## src/arc_pkg.sv

```systemverilog
package arc_pkg;
    // register byte addresses, one aligned word each
    localparam logic [7:0] OFS_RESULT_LOW  = 8'h00;
    localparam logic [7:0] OFS_RESULT_HIGH = 8'h04;
    localparam logic [7:0] OFS_CTRL_A      = 8'h08;
    localparam logic [7:0] OFS_CTRL_B      = 8'h0c;
    localparam logic [7:0] OFS_DIS_LOW     = 8'h10;
    localparam logic [7:0] OFS_DIS_HIGH    = 8'h14;
    localparam logic [7:0] OFS_IRQ_STATUS  = 8'h18;
    localparam logic [7:0] OFS_IRQ_MASK    = 8'h1c;

    // converter_control_a fields
    localparam int CA_ENABLE = 0;
    localparam int CA_START  = 1;
    localparam int CA_AUTO   = 2;
    localparam int CA_FLAG   = 3;
    localparam int CA_LEFT   = 4;
    localparam int CA_DIFF   = 5;
    localparam logic [7:0] CA_RESET = 8'h00;

    // converter_control_b fields; bits 7 and 5:4 reserved, read zero
    localparam int CB_TRIG_LSB = 0;
    localparam int CB_CHANNEL_SELECT_BIT5     = 3;
    localparam int CB_COMPARATOR_MUX_ENABLE     = 6;
    localparam logic [7:0] CB_WRITE_MASK = 8'h4f;
    localparam logic [7:0] CB_RESET      = 8'h00;
    localparam logic [7:0] DIS_RESET     = 8'h00;

    // interrupt status / mask layout
    localparam int IRQ_W    = 2;
    localparam int IRQ_DONE = 0;
    localparam int IRQ_TRIG = 1;

    localparam int RES_W      = 10;
    localparam int LEFT_SHIFT = 6;
    localparam int CNT_W      = 5;
    localparam logic [CNT_W-1:0] CONV_CYCLES_NORMAL = 5'd13;
    localparam logic [CNT_W-1:0] CONV_CYCLES_FIRST  = 5'd25;

    localparam logic [1:0] RESP_OKAY   = 2'b00;
    localparam logic [1:0] RESP_SLVERR = 2'b10;

    typedef enum logic [2:0] {
        TRIG_FREE_RUN  = 3'b000,
        TRIG_COMPARE   = 3'b001,
        TRIG_EXT_INT0  = 3'b010,
        TRIG_T0_CMP_A  = 3'b011,
        TRIG_T0_OVF    = 3'b100,
        TRIG_T1_CMP_B  = 3'b101,
        TRIG_T1_OVF    = 3'b110,
        TRIG_T1_CAPT   = 3'b111
    } arc_trig_t;

    typedef enum logic [0:0] {
        ST_IDLE = 1'b0,
        ST_CONV = 1'b1
    } arc_state_t;

    // result word as software sees it
    function automatic logic [15:0] format_result(input logic [RES_W-1:0] code,
                                                  input logic left);
        format_result = left ? {code, {LEFT_SHIFT{1'b0}}} : {{LEFT_SHIFT{1'b0}}, code};
    endfunction : format_result
endpackage : arc_pkg

```

## src/arc_trigger.sv

```systemverilog
`timescale 1ns/1ps
`default_nettype none
module arc_trigger (
    input  wire logic       clk_in,
    input  wire logic       reset_in,
    input  wire logic [2:0] source_sel_in,
    input  wire logic [7:0] flags_in,
    output logic            edge_out
);
    logic       level_q;
    logic       level_d;
    logic [2:0] sel_q;
    logic       edge_d;

    always_comb begin
        level_d = flags_in[source_sel_in];
        // a rise, including one made by moving to a source already set
        edge_d  = level_d & ~level_q;
        // entering free run never fires on a flag that is already up
        if (source_sel_in == arc_pkg::TRIG_FREE_RUN && sel_q != arc_pkg::TRIG_FREE_RUN) begin
            edge_d = 1'b0;
        end
    end

    always_ff @(posedge clk_in or posedge reset_in) begin
        if (reset_in) begin
            level_q  <= 1'b0;
            sel_q    <= arc_pkg::TRIG_FREE_RUN;
            edge_out <= 1'b0;
        end else begin
            level_q  <= level_d;
            sel_q    <= source_sel_in;
            edge_out <= edge_d;
        end
    end
endmodule : arc_trigger
`default_nettype wire

```

## src/arc_top.sv

```systemverilog
// The AXI4-Lite interface to the registers and the placing of the registers were left to the implementer.
`timescale 1ns/1ps
`default_nettype none
// Function
// - completed conversion loads result, differential two's complement
// - low byte read freezes result pair
// - left adjust to bits 15:6, else 9:0
// - trigger source ignored without auto trigger
// - auto trigger starts on selected flag rise
// - switching from clear to set source makes edge
// - switching to free run never triggers
// - trigger source encoding zero to seven
// - input disable forces pin reading zero
// - result and control registers reset zero
// - completion sets flag, drives free run
// - first conversion after enable 25 cycles
module arc_top (
    input  wire logic        CLK_SYS_IN,
    input  wire logic        RESET_IN,
    input  wire logic [7:0]  AWADDR_IN,
    input  wire logic        AWVALID_IN,
    output logic             AWREADY_OUT,
    input  wire logic [31:0] WDATA_IN,
    input  wire logic [3:0]  WSTRB_IN,
    input  wire logic        WVALID_IN,
    output logic             WREADY_OUT,
    output logic [1:0]       BRESP_OUT,
    output logic             BVALID_OUT,
    input  wire logic        BREADY_IN,
    input  wire logic [7:0]  ARADDR_IN,
    input  wire logic        ARVALID_IN,
    output logic             ARREADY_OUT,
    output logic [31:0]      RDATA_OUT,
    output logic [1:0]       RRESP_OUT,
    output logic             RVALID_OUT,
    input  wire logic        RREADY_IN,
    input  wire logic        CONV_TICK_IN,
    input  wire logic [9:0]  CONV_CODE_IN,
    input  wire logic [6:0]  TRIG_FLAGS_IN,
    input  wire logic [15:0] PIN_RAW_IN,
    output logic [15:0]      PIN_READ_OUT,
    output logic [15:0]      INPUT_OFF_OUT,
    output logic             SAMPLE_START_OUT,
    output logic             CONV_BUSY_OUT,
    output logic             IRQ_OUT
);
    logic        aw_have_q, aw_have_d, w_have_q, w_have_d;
    logic [7:0]  aw_addr_q, aw_addr_d;
    logic [31:0] w_data_q, w_data_d;
    logic [3:0]  w_strb_q, w_strb_d;
    logic        awready_d, wready_d, bvalid_d, arready_d, rvalid_d;
    logic [1:0]  bresp_d, rresp_d;
    logic [31:0] rdata_d;
    logic        do_write, do_read;
    localparam int IRQ_W_L = arc_pkg::IRQ_W;
    logic [7:0]            ctrl_a_q, ctrl_a_d;
    logic [7:0]            ctrl_b_q, ctrl_b_d;
    logic [7:0]            dis_low_q, dis_low_d, dis_high_q, dis_high_d;
    logic [IRQ_W_L-1:0]    irq_sts_q, irq_sts_d, irq_mask_q, irq_mask_d;
    logic [9:0]            result_q, result_d;
    logic                  lock_q, lock_d;
    logic                  irq_d;
    logic [15:0]           result_view;
    arc_pkg::arc_state_t   state_q, state_d;
    logic [4:0]            cnt_q, cnt_d;
    logic [4:0]            target_q, target_d;
    logic                  first_q, first_d;
    logic                  start_d, done, trig_edge, trig_start;
    logic [IRQ_W_L-1:0]    irq_evt, irq_clr;
    assign do_write = aw_have_q & w_have_q & ~BVALID_OUT;
    assign do_read  = ARVALID_IN & ARREADY_OUT;
    arc_trigger i_arc_trigger (
        .clk_in        (CLK_SYS_IN),
        .reset_in      (RESET_IN),
        .source_sel_in (ctrl_b_q[2:0]),
        .flags_in      ({TRIG_FLAGS_IN, ctrl_a_q[arc_pkg::CA_FLAG]}),
        .edge_out      (trig_edge)
    );
    // only honoured with auto trigger on and converter enabled
    assign trig_start = trig_edge & ctrl_a_q[arc_pkg::CA_AUTO]
                        & ctrl_a_q[arc_pkg::CA_ENABLE];
    assign done = (state_q == arc_pkg::ST_CONV) & CONV_TICK_IN & (cnt_q == target_q - 5'd1);
    assign result_view = arc_pkg::format_result(result_q, ctrl_a_q[arc_pkg::CA_LEFT]);
    function automatic logic [7:0] merge_byte(input logic [7:0] old, input logic [31:0] data,
                                              input logic [3:0] strb);
        merge_byte = strb[0] ? data[7:0] : old;
    endfunction : merge_byte
    // bus channels
    always_comb begin
        aw_have_d = aw_have_q;
        aw_addr_d = aw_addr_q;
        w_have_d  = w_have_q;
        w_data_d  = w_data_q;
        w_strb_d  = w_strb_q;
        awready_d = 1'b0;
        wready_d  = 1'b0;
        bvalid_d  = BVALID_OUT & ~BREADY_IN;
        bresp_d   = BRESP_OUT;
        arready_d = 1'b0;
        rvalid_d  = RVALID_OUT & ~RREADY_IN;
        rresp_d   = RRESP_OUT;
        rdata_d   = RDATA_OUT;
        if (AWVALID_IN & AWREADY_OUT) begin
            aw_have_d = 1'b1;
            aw_addr_d = AWADDR_IN;
        end
        if (WVALID_IN & WREADY_OUT) begin
            w_have_d = 1'b1;
            w_data_d = WDATA_IN;
            w_strb_d = WSTRB_IN;
        end
        if (do_write) begin
            aw_have_d = 1'b0;
            w_have_d  = 1'b0;
            bvalid_d  = 1'b1;
            bresp_d   = (aw_addr_q[7:2] <= arc_pkg::OFS_IRQ_MASK[7:2])
                        ? arc_pkg::RESP_OKAY : arc_pkg::RESP_SLVERR;
        end
        // one cycle ready pulses keep each channel to one beat per write
        awready_d = AWVALID_IN & ~AWREADY_OUT & ~aw_have_d & ~bvalid_d;
        wready_d  = WVALID_IN & ~WREADY_OUT & ~w_have_d & ~bvalid_d;
        if (do_read) begin
            rvalid_d = 1'b1;
            rresp_d  = arc_pkg::RESP_OKAY;
            unique case (ARADDR_IN[7:2])
                arc_pkg::OFS_RESULT_LOW[7:2]:  rdata_d = {24'h000000, result_view[7:0]};
                arc_pkg::OFS_RESULT_HIGH[7:2]: rdata_d = {24'h000000, result_view[15:8]};
                arc_pkg::OFS_CTRL_A[7:2]:     rdata_d = {24'h000000, ctrl_a_q};
                arc_pkg::OFS_CTRL_B[7:2]:     rdata_d = {24'h000000, ctrl_b_q};
                arc_pkg::OFS_DIS_LOW[7:2]:    rdata_d = {24'h000000, dis_low_q};
                arc_pkg::OFS_DIS_HIGH[7:2]:   rdata_d = {24'h000000, dis_high_q};
                arc_pkg::OFS_IRQ_STATUS[7:2]: rdata_d = {30'h00000000, irq_sts_q};
                arc_pkg::OFS_IRQ_MASK[7:2]:   rdata_d = {30'h00000000, irq_mask_q};
                default: begin
                    rdata_d = 32'h00000000;
                    rresp_d = arc_pkg::RESP_SLVERR;
                end
            endcase
        end
        arready_d = ARVALID_IN & ~ARREADY_OUT & ~rvalid_d;
    end
    // registers, lock, conversion sequencing
    always_comb begin
        ctrl_a_d   = ctrl_a_q;
        ctrl_b_d   = ctrl_b_q;
        dis_low_d  = dis_low_q;
        dis_high_d = dis_high_q;
        irq_mask_d = irq_mask_q;
        result_d   = result_q;
        lock_d     = lock_q;
        state_d    = state_q;
        cnt_d      = cnt_q;
        target_d   = target_q;
        first_d    = first_q;
        start_d    = 1'b0;
        irq_evt    = '0;
        irq_clr    = '0;
        if (do_write && w_strb_q[0]) begin
            unique case (aw_addr_q)
                arc_pkg::OFS_CTRL_A: begin
                    ctrl_a_d = w_data_q[7:0];
                    // start reads back as busy, flag is write-one-to-clear
                    ctrl_a_d[arc_pkg::CA_START] = ctrl_a_q[arc_pkg::CA_START];
                    ctrl_a_d[arc_pkg::CA_FLAG]  = ctrl_a_q[arc_pkg::CA_FLAG]
                                                  & ~w_data_q[arc_pkg::CA_FLAG];
                    start_d = w_data_q[arc_pkg::CA_START];
                end
                arc_pkg::OFS_CTRL_B:
                    ctrl_b_d = w_data_q[7:0] & arc_pkg::CB_WRITE_MASK;
                arc_pkg::OFS_DIS_LOW:  dis_low_d  = merge_byte(dis_low_q, w_data_q, w_strb_q);
                arc_pkg::OFS_DIS_HIGH: dis_high_d = merge_byte(dis_high_q, w_data_q, w_strb_q);
                arc_pkg::OFS_IRQ_MASK: irq_mask_d = w_data_q[IRQ_W_L-1:0];
                default: ;
            endcase
        end
        if (do_read && ARADDR_IN == arc_pkg::OFS_RESULT_LOW) begin
            lock_d = 1'b1;
        end
        if (do_read && ARADDR_IN == arc_pkg::OFS_RESULT_HIGH) begin
            lock_d = 1'b0;
        end
        if (do_read && ARADDR_IN == arc_pkg::OFS_IRQ_STATUS) begin
            irq_clr = '1;
        end
        start_d = (start_d | trig_start) & ctrl_a_d[arc_pkg::CA_ENABLE];
        irq_evt[arc_pkg::IRQ_TRIG] = trig_start;
        if (!ctrl_a_q[arc_pkg::CA_ENABLE]) begin
            first_d = 1'b1;
        end
        unique case (state_q)
            arc_pkg::ST_IDLE: begin
                if (start_d) begin
                    state_d  = arc_pkg::ST_CONV;
                    cnt_d    = '0;
                    target_d = first_q ? arc_pkg::CONV_CYCLES_FIRST
                                       : arc_pkg::CONV_CYCLES_NORMAL;
                    first_d  = 1'b0;
                end
            end
            arc_pkg::ST_CONV: begin
                if (CONV_TICK_IN) begin
                    cnt_d = cnt_q + 5'd1;
                end
                if (done) begin
                    state_d = arc_pkg::ST_IDLE;
                    ctrl_a_d[arc_pkg::CA_FLAG] = 1'b1;
                    irq_evt[arc_pkg::IRQ_DONE] = 1'b1;
                    // front end gives offset binary; msb flip makes two's complement
                    if (!lock_d) begin
                        result_d = ctrl_a_q[arc_pkg::CA_DIFF]
                                   ? {~CONV_CODE_IN[9], CONV_CODE_IN[8:0]}
                                   : CONV_CODE_IN;
                    end
                end
            end
        endcase
        // disable aborts a conversion in flight
        if (!ctrl_a_d[arc_pkg::CA_ENABLE]) begin
            state_d = arc_pkg::ST_IDLE;
        end
        ctrl_a_d[arc_pkg::CA_START] = (state_d == arc_pkg::ST_CONV);
        irq_sts_d = (irq_sts_q & ~irq_clr) | irq_evt;
        irq_d     = |(irq_sts_d & irq_mask_d);
    end
    always_ff @(posedge CLK_SYS_IN or posedge RESET_IN) begin
        if (RESET_IN) begin
            aw_have_q        <= 1'b0;
            aw_addr_q        <= 8'h00;
            w_have_q         <= 1'b0;
            w_data_q         <= 32'h00000000;
            w_strb_q         <= 4'h0;
            AWREADY_OUT      <= 1'b0;
            WREADY_OUT       <= 1'b0;
            BVALID_OUT       <= 1'b0;
            BRESP_OUT        <= arc_pkg::RESP_OKAY;
            ARREADY_OUT      <= 1'b0;
            RVALID_OUT       <= 1'b0;
            RRESP_OUT        <= arc_pkg::RESP_OKAY;
            RDATA_OUT        <= 32'h00000000;
            ctrl_a_q         <= arc_pkg::CA_RESET;
            ctrl_b_q         <= arc_pkg::CB_RESET;
            dis_low_q        <= arc_pkg::DIS_RESET;
            dis_high_q       <= arc_pkg::DIS_RESET;
            irq_sts_q        <= '0;
            irq_mask_q       <= '0;
            result_q         <= '0;
            lock_q           <= 1'b0;
            state_q          <= arc_pkg::ST_IDLE;
            cnt_q            <= '0;
            target_q         <= arc_pkg::CONV_CYCLES_NORMAL;
            first_q          <= 1'b1;
            PIN_READ_OUT     <= 16'h0000;
            INPUT_OFF_OUT    <= 16'h0000;
            SAMPLE_START_OUT <= 1'b0;
            CONV_BUSY_OUT    <= 1'b0;
            IRQ_OUT          <= 1'b0;
        end else begin
            aw_have_q        <= aw_have_d;
            aw_addr_q        <= aw_addr_d;
            w_have_q         <= w_have_d;
            w_data_q         <= w_data_d;
            w_strb_q         <= w_strb_d;
            AWREADY_OUT      <= awready_d;
            WREADY_OUT       <= wready_d;
            BVALID_OUT       <= bvalid_d;
            BRESP_OUT        <= bresp_d;
            ARREADY_OUT      <= arready_d;
            RVALID_OUT       <= rvalid_d;
            RRESP_OUT        <= rresp_d;
            RDATA_OUT        <= rdata_d;
            ctrl_a_q         <= ctrl_a_d;
            ctrl_b_q         <= ctrl_b_d;
            dis_low_q        <= dis_low_d;
            dis_high_q       <= dis_high_d;
            irq_sts_q        <= irq_sts_d;
            irq_mask_q       <= irq_mask_d;
            result_q         <= result_d;
            lock_q           <= lock_d;
            state_q          <= state_d;
            cnt_q            <= cnt_d;
            target_q         <= target_d;
            first_q          <= first_d;
            // one cycle of extra pin latency, registered like a port input
            PIN_READ_OUT     <= PIN_RAW_IN & ~{dis_high_d, dis_low_d};
            INPUT_OFF_OUT    <= {dis_high_d, dis_low_d};
            SAMPLE_START_OUT <= (state_q == arc_pkg::ST_IDLE) & (state_d == arc_pkg::ST_CONV);
            CONV_BUSY_OUT    <= (state_d == arc_pkg::ST_CONV);
            IRQ_OUT          <= irq_d;
        end
    end
endmodule : arc_top
`default_nettype wire

```

## config.mk

```make
export PLATFORM = sky130hd
export DESIGN_NAME = arc_top
export DESIGN_NICKNAME = d
export VERILOG_FILES = /design/src/arc_pkg.sv /design/src/arc_trigger.sv /design/src/arc_top.sv
export SDC_FILE = /design/constraint.sdc
export NUM_CORES = 1
export LEC_CHECK = 0
export BUFFER_PORTS_ARGS = -buffer_cell sky130_fd_sc_hd__buf_4
export CORE_ASPECT_RATIO = 0.8
export CORE_MARGIN = 4
export CORE_UTILIZATION = 45
export CTS_CLUSTER_DIAMETER = 30
export CTS_CLUSTER_SIZE = 16
export DETAILED_ROUTE_END_ITERATION = 10
export PLACE_DENSITY = 0.75
export SETUP_SLACK_MARGIN = 0.02
export SLEW_MARGIN = 20
export SYNTH_ARGS = -nofsm -noshare
export SYNTH_HDL_FRONTEND = slang
export SYNTH_SLANG_ARGS = --single-unit
```

## constraint.sdc

```tcl
create_clock -name CLK_SYS_IN -period 5.5 [get_ports CLK_SYS_IN]
set_clock_uncertainty 0.1 [all_clocks]
set_input_delay 0.275 -clock CLK_SYS_IN [delete_from_list [all_inputs] [get_ports CLK_SYS_IN]]
set_output_delay 0.275 -clock CLK_SYS_IN [all_outputs]
set_load 0.05 [all_outputs]
```

Yosys cells after proc, flatten, opt, wreduce, memory -nomap -nowiden
Cells that the tools add are included.
- flip-flop bits (word level): 155
- output and inout bits: 76
- add/sub/neg operators: 2
- order comparisons: 2
- eq/ne operators: 17
- multiplexer cells: 44
- bitwise logic cells: 45
- reductions and logical operators: 16
- operators with widths (operator ; number):
    $pmux 8 s8 ; 1
    $mux 8 ; 6
    $eq 8x5->1 const B ; 4
    $eq 6x3->1 const B ; 4
    $and 1x1->1 ; 23
    $mux 1 ; 22
    $and 16x16->16 ; 1
    $eq 8x4->1 const B ; 2
    $mux 16 ; 1
    $not 16->16 ; 1
    $mux 5 ; 3
    $not 1->1 ; 15
    $eq 6x2->1 const B ; 2
    $mux 10 ; 1
    $mux 2 ; 5
    $pmux 5 s2 ; 1
    $eq 8x3->1 const B ; 1
    $logic_not 8->1 ; 1
    $mux 4 ; 2
    $reduce_and 2->1 ; 4
    $reduce_or 8->1 ; 1
    $eq 6x1->1 const B ; 1
    $le 6x3->1 const B ; 1
    $logic_not 6->1 ; 1
    16 further kinds ; 22

Depth between registers and ports, before layout
- word-level depth: 10
- depth in mapped cells: 7

By module
From an unflattened synthesis, not the netlist that was laid out.
- cell total of the unflattened synthesis: 433
- area total of the unflattened synthesis: 5123.7 um^2
- modules (own cells, without submodules) (module ; instances ; cells an instance ; area an instance (um^2) ; seq. area each (um^2)):
    arc_top ; 1 ; 413 ; 4884.7 ; 2605.0
    arc_trigger ; 1 ; 20 ; 239.0 ; 125.1

Worst setup path before layout
No wires, ideal clock.
- path kind: reg-to-reg
- start point: register, netlist name ctrl_a_q[1]
- end point: register result_q[0]
- arrival time: 2.007 ns
- path slack: 3.268 ns
- cell stages (with the launch flop): 8
- buffers on the path: 2
- cells stage by stage: dfrtp_1 -> and2_1 -> buf_2 -> nand3_1 -> nor3_2 -> nand2b_4 -> buf_6 -> mux2_4
- RTL lines (what ; RTL line ; RTL):
    end signal: assignment ; arc_top.sv:277 ; result_q <= result_d;
    end: declaration ; arc_top.sv:60 ; logic [9:0] result_q, result_d;

Final worst setup path
- start point: register aw_addr_q[7]
- end point: register target_q[4]
- longest elaborated chain between the ends: 6
- elaborated cells between the ends (all ways): 8
- those cells by class: 1 x eq/ne; 4 x mux; 2 x bitwise; 1 x reduce/logical
- ends and longest elaborated chain (what ; RTL line ; RTL):
    start: declaration ; arc_top.sv:48 ; logic [7:0] aw_addr_q, aw_addr_d;
    start signal: assignment ; arc_top.sv:259 ; aw_addr_q <= aw_addr_d;
    $eq 8x4->1 (*) ; arc_top.sv:159 ; unique case (aw_addr_q)
    $mux 1 ; arc_top.sv:159 ;
    $mux 1 ; arc_top.sv:158 ; if (do_write && w_strb_q[0]) begin
    $or 1x1->1 ; arc_top.sv:185 ; start_d = (start_d | trig_start) & ctrl_a_d[arc_pkg::CA_ENABLE];
    $and 1x1->1 (*) ; arc_top.sv:185 ;
    $reduce_and 2->1 (no line) (*) ; -- ;
    end signal: assignment ; arc_top.sv:250 ; target_q <= arc_pkg::CONV_CYCLES_NORMAL;
    end signal: assignment ; arc_top.sv:281 ; target_q <= target_d;
    end: declaration ; arc_top.sv:66 ; logic [4:0] target_q, target_d;
Every way passes the cells marked *; elsewhere a longest branch is shown, timed or not.
A chain may end at the register's enable or synchronous reset.

==> results summary <==
Setup repair after global routing left no endpoint under its margin. The floorplan step defined a die boundary enclosing 12980 sq um. Routability-driven placement finished with a final weighted congestion of 0.8628.

The synthesized netlist contains 66 unique library cells. Clock latency on the worst-skew pair, taken at its later pin, is approximately 0.35 ns. The share of the clock period used by the worst path after layout is 42.30%. The detailed-route wire length is 11440 um. The number of port buffers is between 100 and 150. The critical path's largest stage delay came out at approximately 0.4 ns.

The count of max-cap constraint violations came out at 0. The total global routing track utilization came out at between 10% and 20%. The tree is rooted in a sky130_fd_sc_hd__clkbuf_16. After detailed routing, the number of vias per cell comes to between 5 and 6. The fraction of layout cells with a size suffix above 1 is around two fifths. The first global-routing pass estimated about 18000 um of wire. From synthesis to final layout, the design area changed by 23.56%.

Walking the worst path, the cells encountered are nor3_2 > nand4_2 > mux2i_2 > nor3_4 > mux2_1. The parity-gate share of the synthesized area counting xor and xnor cells is 0.8681%. The transition time of the tightest slew-check pin came out at around 0.9 ns. The total I/O pin count is 169. The post-route non-filler standard cell count is approximately 670. Entering global routing, the biggest net connects 77 pins. The initial utilization of the core area, before any placement, comes to 46.14%. The critical path required time came out at 5.63 ns.

The max-slew violation count is 0. The power density over cell area came out at 344.4 nW/um^2. After the first detailed-routing iteration, the DRC count stood at 180.

The library cell used most frequently in the layout, excluding fill and tap cells, is sky130_fd_sc_hd__buf_4. The mean routed wirelength per cell came out at 17.05 um. The number of enable flip-flop cells after synthesis is 0.

The run finished with clean final reports. Summing the areas of all compound-gate instances in the mapped netlist gives under 10% of the synthesized area. The dominant register cell in the synthesized netlist is sky130_fd_sc_hd__dfrtp_1. For this design the static power due to leakage is 3.173 nW. The largest individual stage delay along the critical path comes from the cell sky130_fd_sc_hd__dfrtp_1.

The number of cells in the design after placement came out at 654. The worst setup path is of the reg2reg kind. The placed wire-length estimate came out at around 8600 um. The area fraction in and, or, nand and nor cells after synthesis came out at 11.68%. The detailed-route via count is between 3000 and 4000. The remaining global-route overflow came out at 0.

The sequential fraction of the synthesis area is between 50% and 60%. After floorplanning, the core was divided into 34 placement rows. The number of antenna diodes in the final layout is 0. In this run the tightest slew margin relative to its limit is between 30% and 40%. The final setup violation count came out at 0. The highest clock frequency the design can meet is 429.8 MHz.

The count of buffer and inverter cells on the critical path came out at 0. The highest net fanout along the worst path is 8. The core footprint is 10930 sq um. Data on the critical path arrives at its endpoint at 2.45 ns. After synthesis the netlist holds a flip-flop and latch count of roughly 110. The worst setup path is launched from a flip-flop. The final count of hold timing violations is 0.

The family of cells with the greatest summed delay on the critical path is simple AND/OR/NAND/NOR gates. The number of warnings issued by yosys came out at 0. The synthesized area divided by synthesized cell count came out at 12.36 sq um.

The clock period could shrink to 2.326 ns. Synthesis produced a netlist whose cell count is around 400. The clock drives 109 sinks. The post-synthesis instance area came out at 5045 sq um. Counting flops with an async set or reset pin after synthesis yields a share of 100.0%. The length of the first detailed-routing pass in iterations is 4. The CTS H-tree depth came out at 3. The number of nets in the layout came out at 617.

The filler cells instantiated in the layout total 900. The total DRC errors in the routed layout is 0. The via count of the first global-routing pass came to 3503.

Measured along the y axis, the die boundary spans ~100 um. Clock-pin slew was measured on the worst setup and hold paths at 0.07 ns. Of the total synthesized cell area, the portion taken by full adders, half adders and majority gates is 0.4960%.

The mux cell area share after synthesis is 17.56%. Adding up every negative setup slack in the final design gives 0 ns. In the layout the commonest cells are sky130_fd_sc_hd__buf_4, sky130_fd_sc_hd__dfrtp_1, sky130_fd_sc_hd__mux2_2. Across the VDD grid, the largest voltage drop is roughly 0.00026 V. Once detail routing completed, the nets flagged for antenna violations numbered 0. The die is 126.4 um wide. TritonCTS built the clock tree. The number of antenna violations at the first check in global routing is 0. The buffer depth of the longest clock path came out at 2. By area, the combinational part of the netlist is dominated by multiplexers.

The min-delay analysis places its worst path in the category in2reg. The worst setup path is captured at a flip-flop. Buffers inserted during clock tree synthesis total 9.

The end-of-flow core utilization is 57.02%.
-- registers in the layout (all words and copies together), names as in the netlist, 2 cells and up --
name                 count
PIN_READ_OUT            16
result_q                10
RDATA_OUT                8
aw_addr_q                8
ctrl_a_q                 8
w_data_q                 8
dis_high_q               7
dis_low_q                7
cnt_q                    5
ctrl_b_q                 5
i_arc_trigger.sel_q      3
INPUT_OFF_OUT            2
irq_mask_q               2
irq_sts_q                2
target_q                 2
-- per-layer routing --
layer / wire (um) / global-route usage (%) / vias to the layer above
met2: 5232 / 27.07 / 110
met3: 804 / 5.904 / 15
met4: 145 / 6.018 / 0
met1: 5258 / 24.56 / 1719
li1: - / - / 1624
met5: 0 / 0 / -
-- path summary, 6_finish.rpt --
check	from	end	slack (ns)	depth (start not counted)
hold / removal	RREADY_IN	RVALID_OUT	0.02	2
max in group asynchronous	RESET_IN	PIN_READ_OUT[11]	3.64	4
min in group asynchronous	RESET_IN	BRESP_OUT[1]	0.38	3
hold reg to reg	WREADY_OUT	WREADY_OUT	0.36	1
setup / recovery	aw_addr_q[7]	target_q[4]	3.17	5
setup reg to reg	aw_addr_q[7]	target_q[4]	3.17	5
-- metrics by stage --
stage / worst slack, ns / total power, mW / area [sq um] / hold WS, ns
6_report: 3.174 / 2.147 / 6233 / 0.02252
5_1_grt: 3.053 / 2.253 / 6233 / 0.02897
4_1_cts: 3.149 / 2.173 / 6233 / 0.004364
3_5_place_dp: 3.155 / 1.540 / 5934 / 0.2079
3_3_place_gp: 3.199 / 1.520 / 5934 / 0.2002
2_1_floorplan: 2.254 / 1.385 / 5139 / 0.2714
-- cells in the mapped netlist (2+ instances only) --
| cell | instances | area (sq um) |
|---|---|---|
| sky130_fd_sc_hd__mux2_1 | 7 | 78.83 |
| sky130_fd_sc_hd__mux2_2 | 38 | 427.9 |
| sky130_fd_sc_hd__and2_1 | 3 | 18.77 |
| sky130_fd_sc_hd__dfrtp_1 | 107 | 2678 |
| sky130_fd_sc_hd__mux2_4 | 16 | 240.2 |
| sky130_fd_sc_hd__a31oi_1 | 11 | 68.82 |
| sky130_fd_sc_hd__a311oi_1 | 2 | 17.52 |
| sky130_fd_sc_hd__xor2_1 | 4 | 35.03 |
| sky130_fd_sc_hd__nor3_2 | 3 | 30.03 |
| sky130_fd_sc_hd__mux4_2 | 2 | 45.04 |
| sky130_fd_sc_hd__mux2i_1 | 8 | 80.08 |
| sky130_fd_sc_hd__and3_1 | 3 | 18.77 |
| sky130_fd_sc_hd__nor2_1 | 27 | 101.4 |
| sky130_fd_sc_hd__and3b_1 | 2 | 17.52 |
| sky130_fd_sc_hd__nor2b_1 | 2 | 12.51 |
| sky130_fd_sc_hd__o21ai_0 | 6 | 30.03 |
| sky130_fd_sc_hd__nor3b_1 | 5 | 37.54 |
| sky130_fd_sc_hd__a21o_1 | 4 | 30.03 |
| sky130_fd_sc_hd__a21oi_1 | 18 | 90.09 |
| sky130_fd_sc_hd__a22o_1 | 2 | 17.52 |
| sky130_fd_sc_hd__clkbuf_1 | 8 | 30.03 |
| sky130_fd_sc_hd__a211oi_1 | 4 | 30.03 |
| sky130_fd_sc_hd__nand4_2 | 2 | 25.02 |
| sky130_fd_sc_hd__ha_1 | 2 | 25.02 |
| sky130_fd_sc_hd__dfstp_2 | 2 | 52.55 |
| sky130_fd_sc_hd__a22oi_1 | 5 | 37.54 |
| sky130_fd_sc_hd__nand2_1 | 12 | 45.04 |
| sky130_fd_sc_hd__inv_1 | 25 | 93.84 |
| sky130_fd_sc_hd__nor3b_2 | 3 | 37.54 |
| sky130_fd_sc_hd__buf_2 | 2 | 10.01 |
| sky130_fd_sc_hd__buf_4 | 27 | 202.7 |
| sky130_fd_sc_hd__nor3_1 | 6 | 30.03 |
| sky130_fd_sc_hd__nand3b_1 | 3 | 22.52 |
| sky130_fd_sc_hd__nand3_1 | 5 | 25.02 |
-- cell type report --
| type | count | area, sq um | share of cell area [%] |
|---|---|---|---|
| flip-flops and latches | 109 | 2730 | 43.80 |
| multi-input cells | 260 | 2057 | 33.00 |
| repair buffers | 117 | 880.8 | 14.13 |
| clock buffers | 9 | 225.2 | 3.613 |
| well taps | 144 | 180.2 | 2.890 |
| inverters | 25 | 96.34 | 1.546 |
| clock inverters | 7 | 63.81 | 1.024 |
-- cells by family (layout without fill, tap and decap cells) --
family | count (synthesis) | count (layout)
and+or+nand+nor | 92 | 92
DFF | 109 | 109
muxes | 72 | 72
adders and majority gates | 2 | 2
other | 1 | 26
xor gates and xnor gates | 5 | 5
AOI/OAI and AO/OA | 63 | 63
buffers and inverters | 64 | 158
-- timing repair --
| item | in CTS | in global routing |
|---|---|---|
| hold buffers | 1 | 0 |
| hold endpoints to repair | 33 | 0 |
| gates resized for setup | 0 | 0 |
| buffers inserted | 0 | 0 |
-- where the power goes --
part / switching (mW) / internal [mW]
logic: 0.291 / 0.197
clock network: 0.307 / 0.319
registers: 0.118 / 0.916
Note: power is estimated with default switching activity, not from simulation.
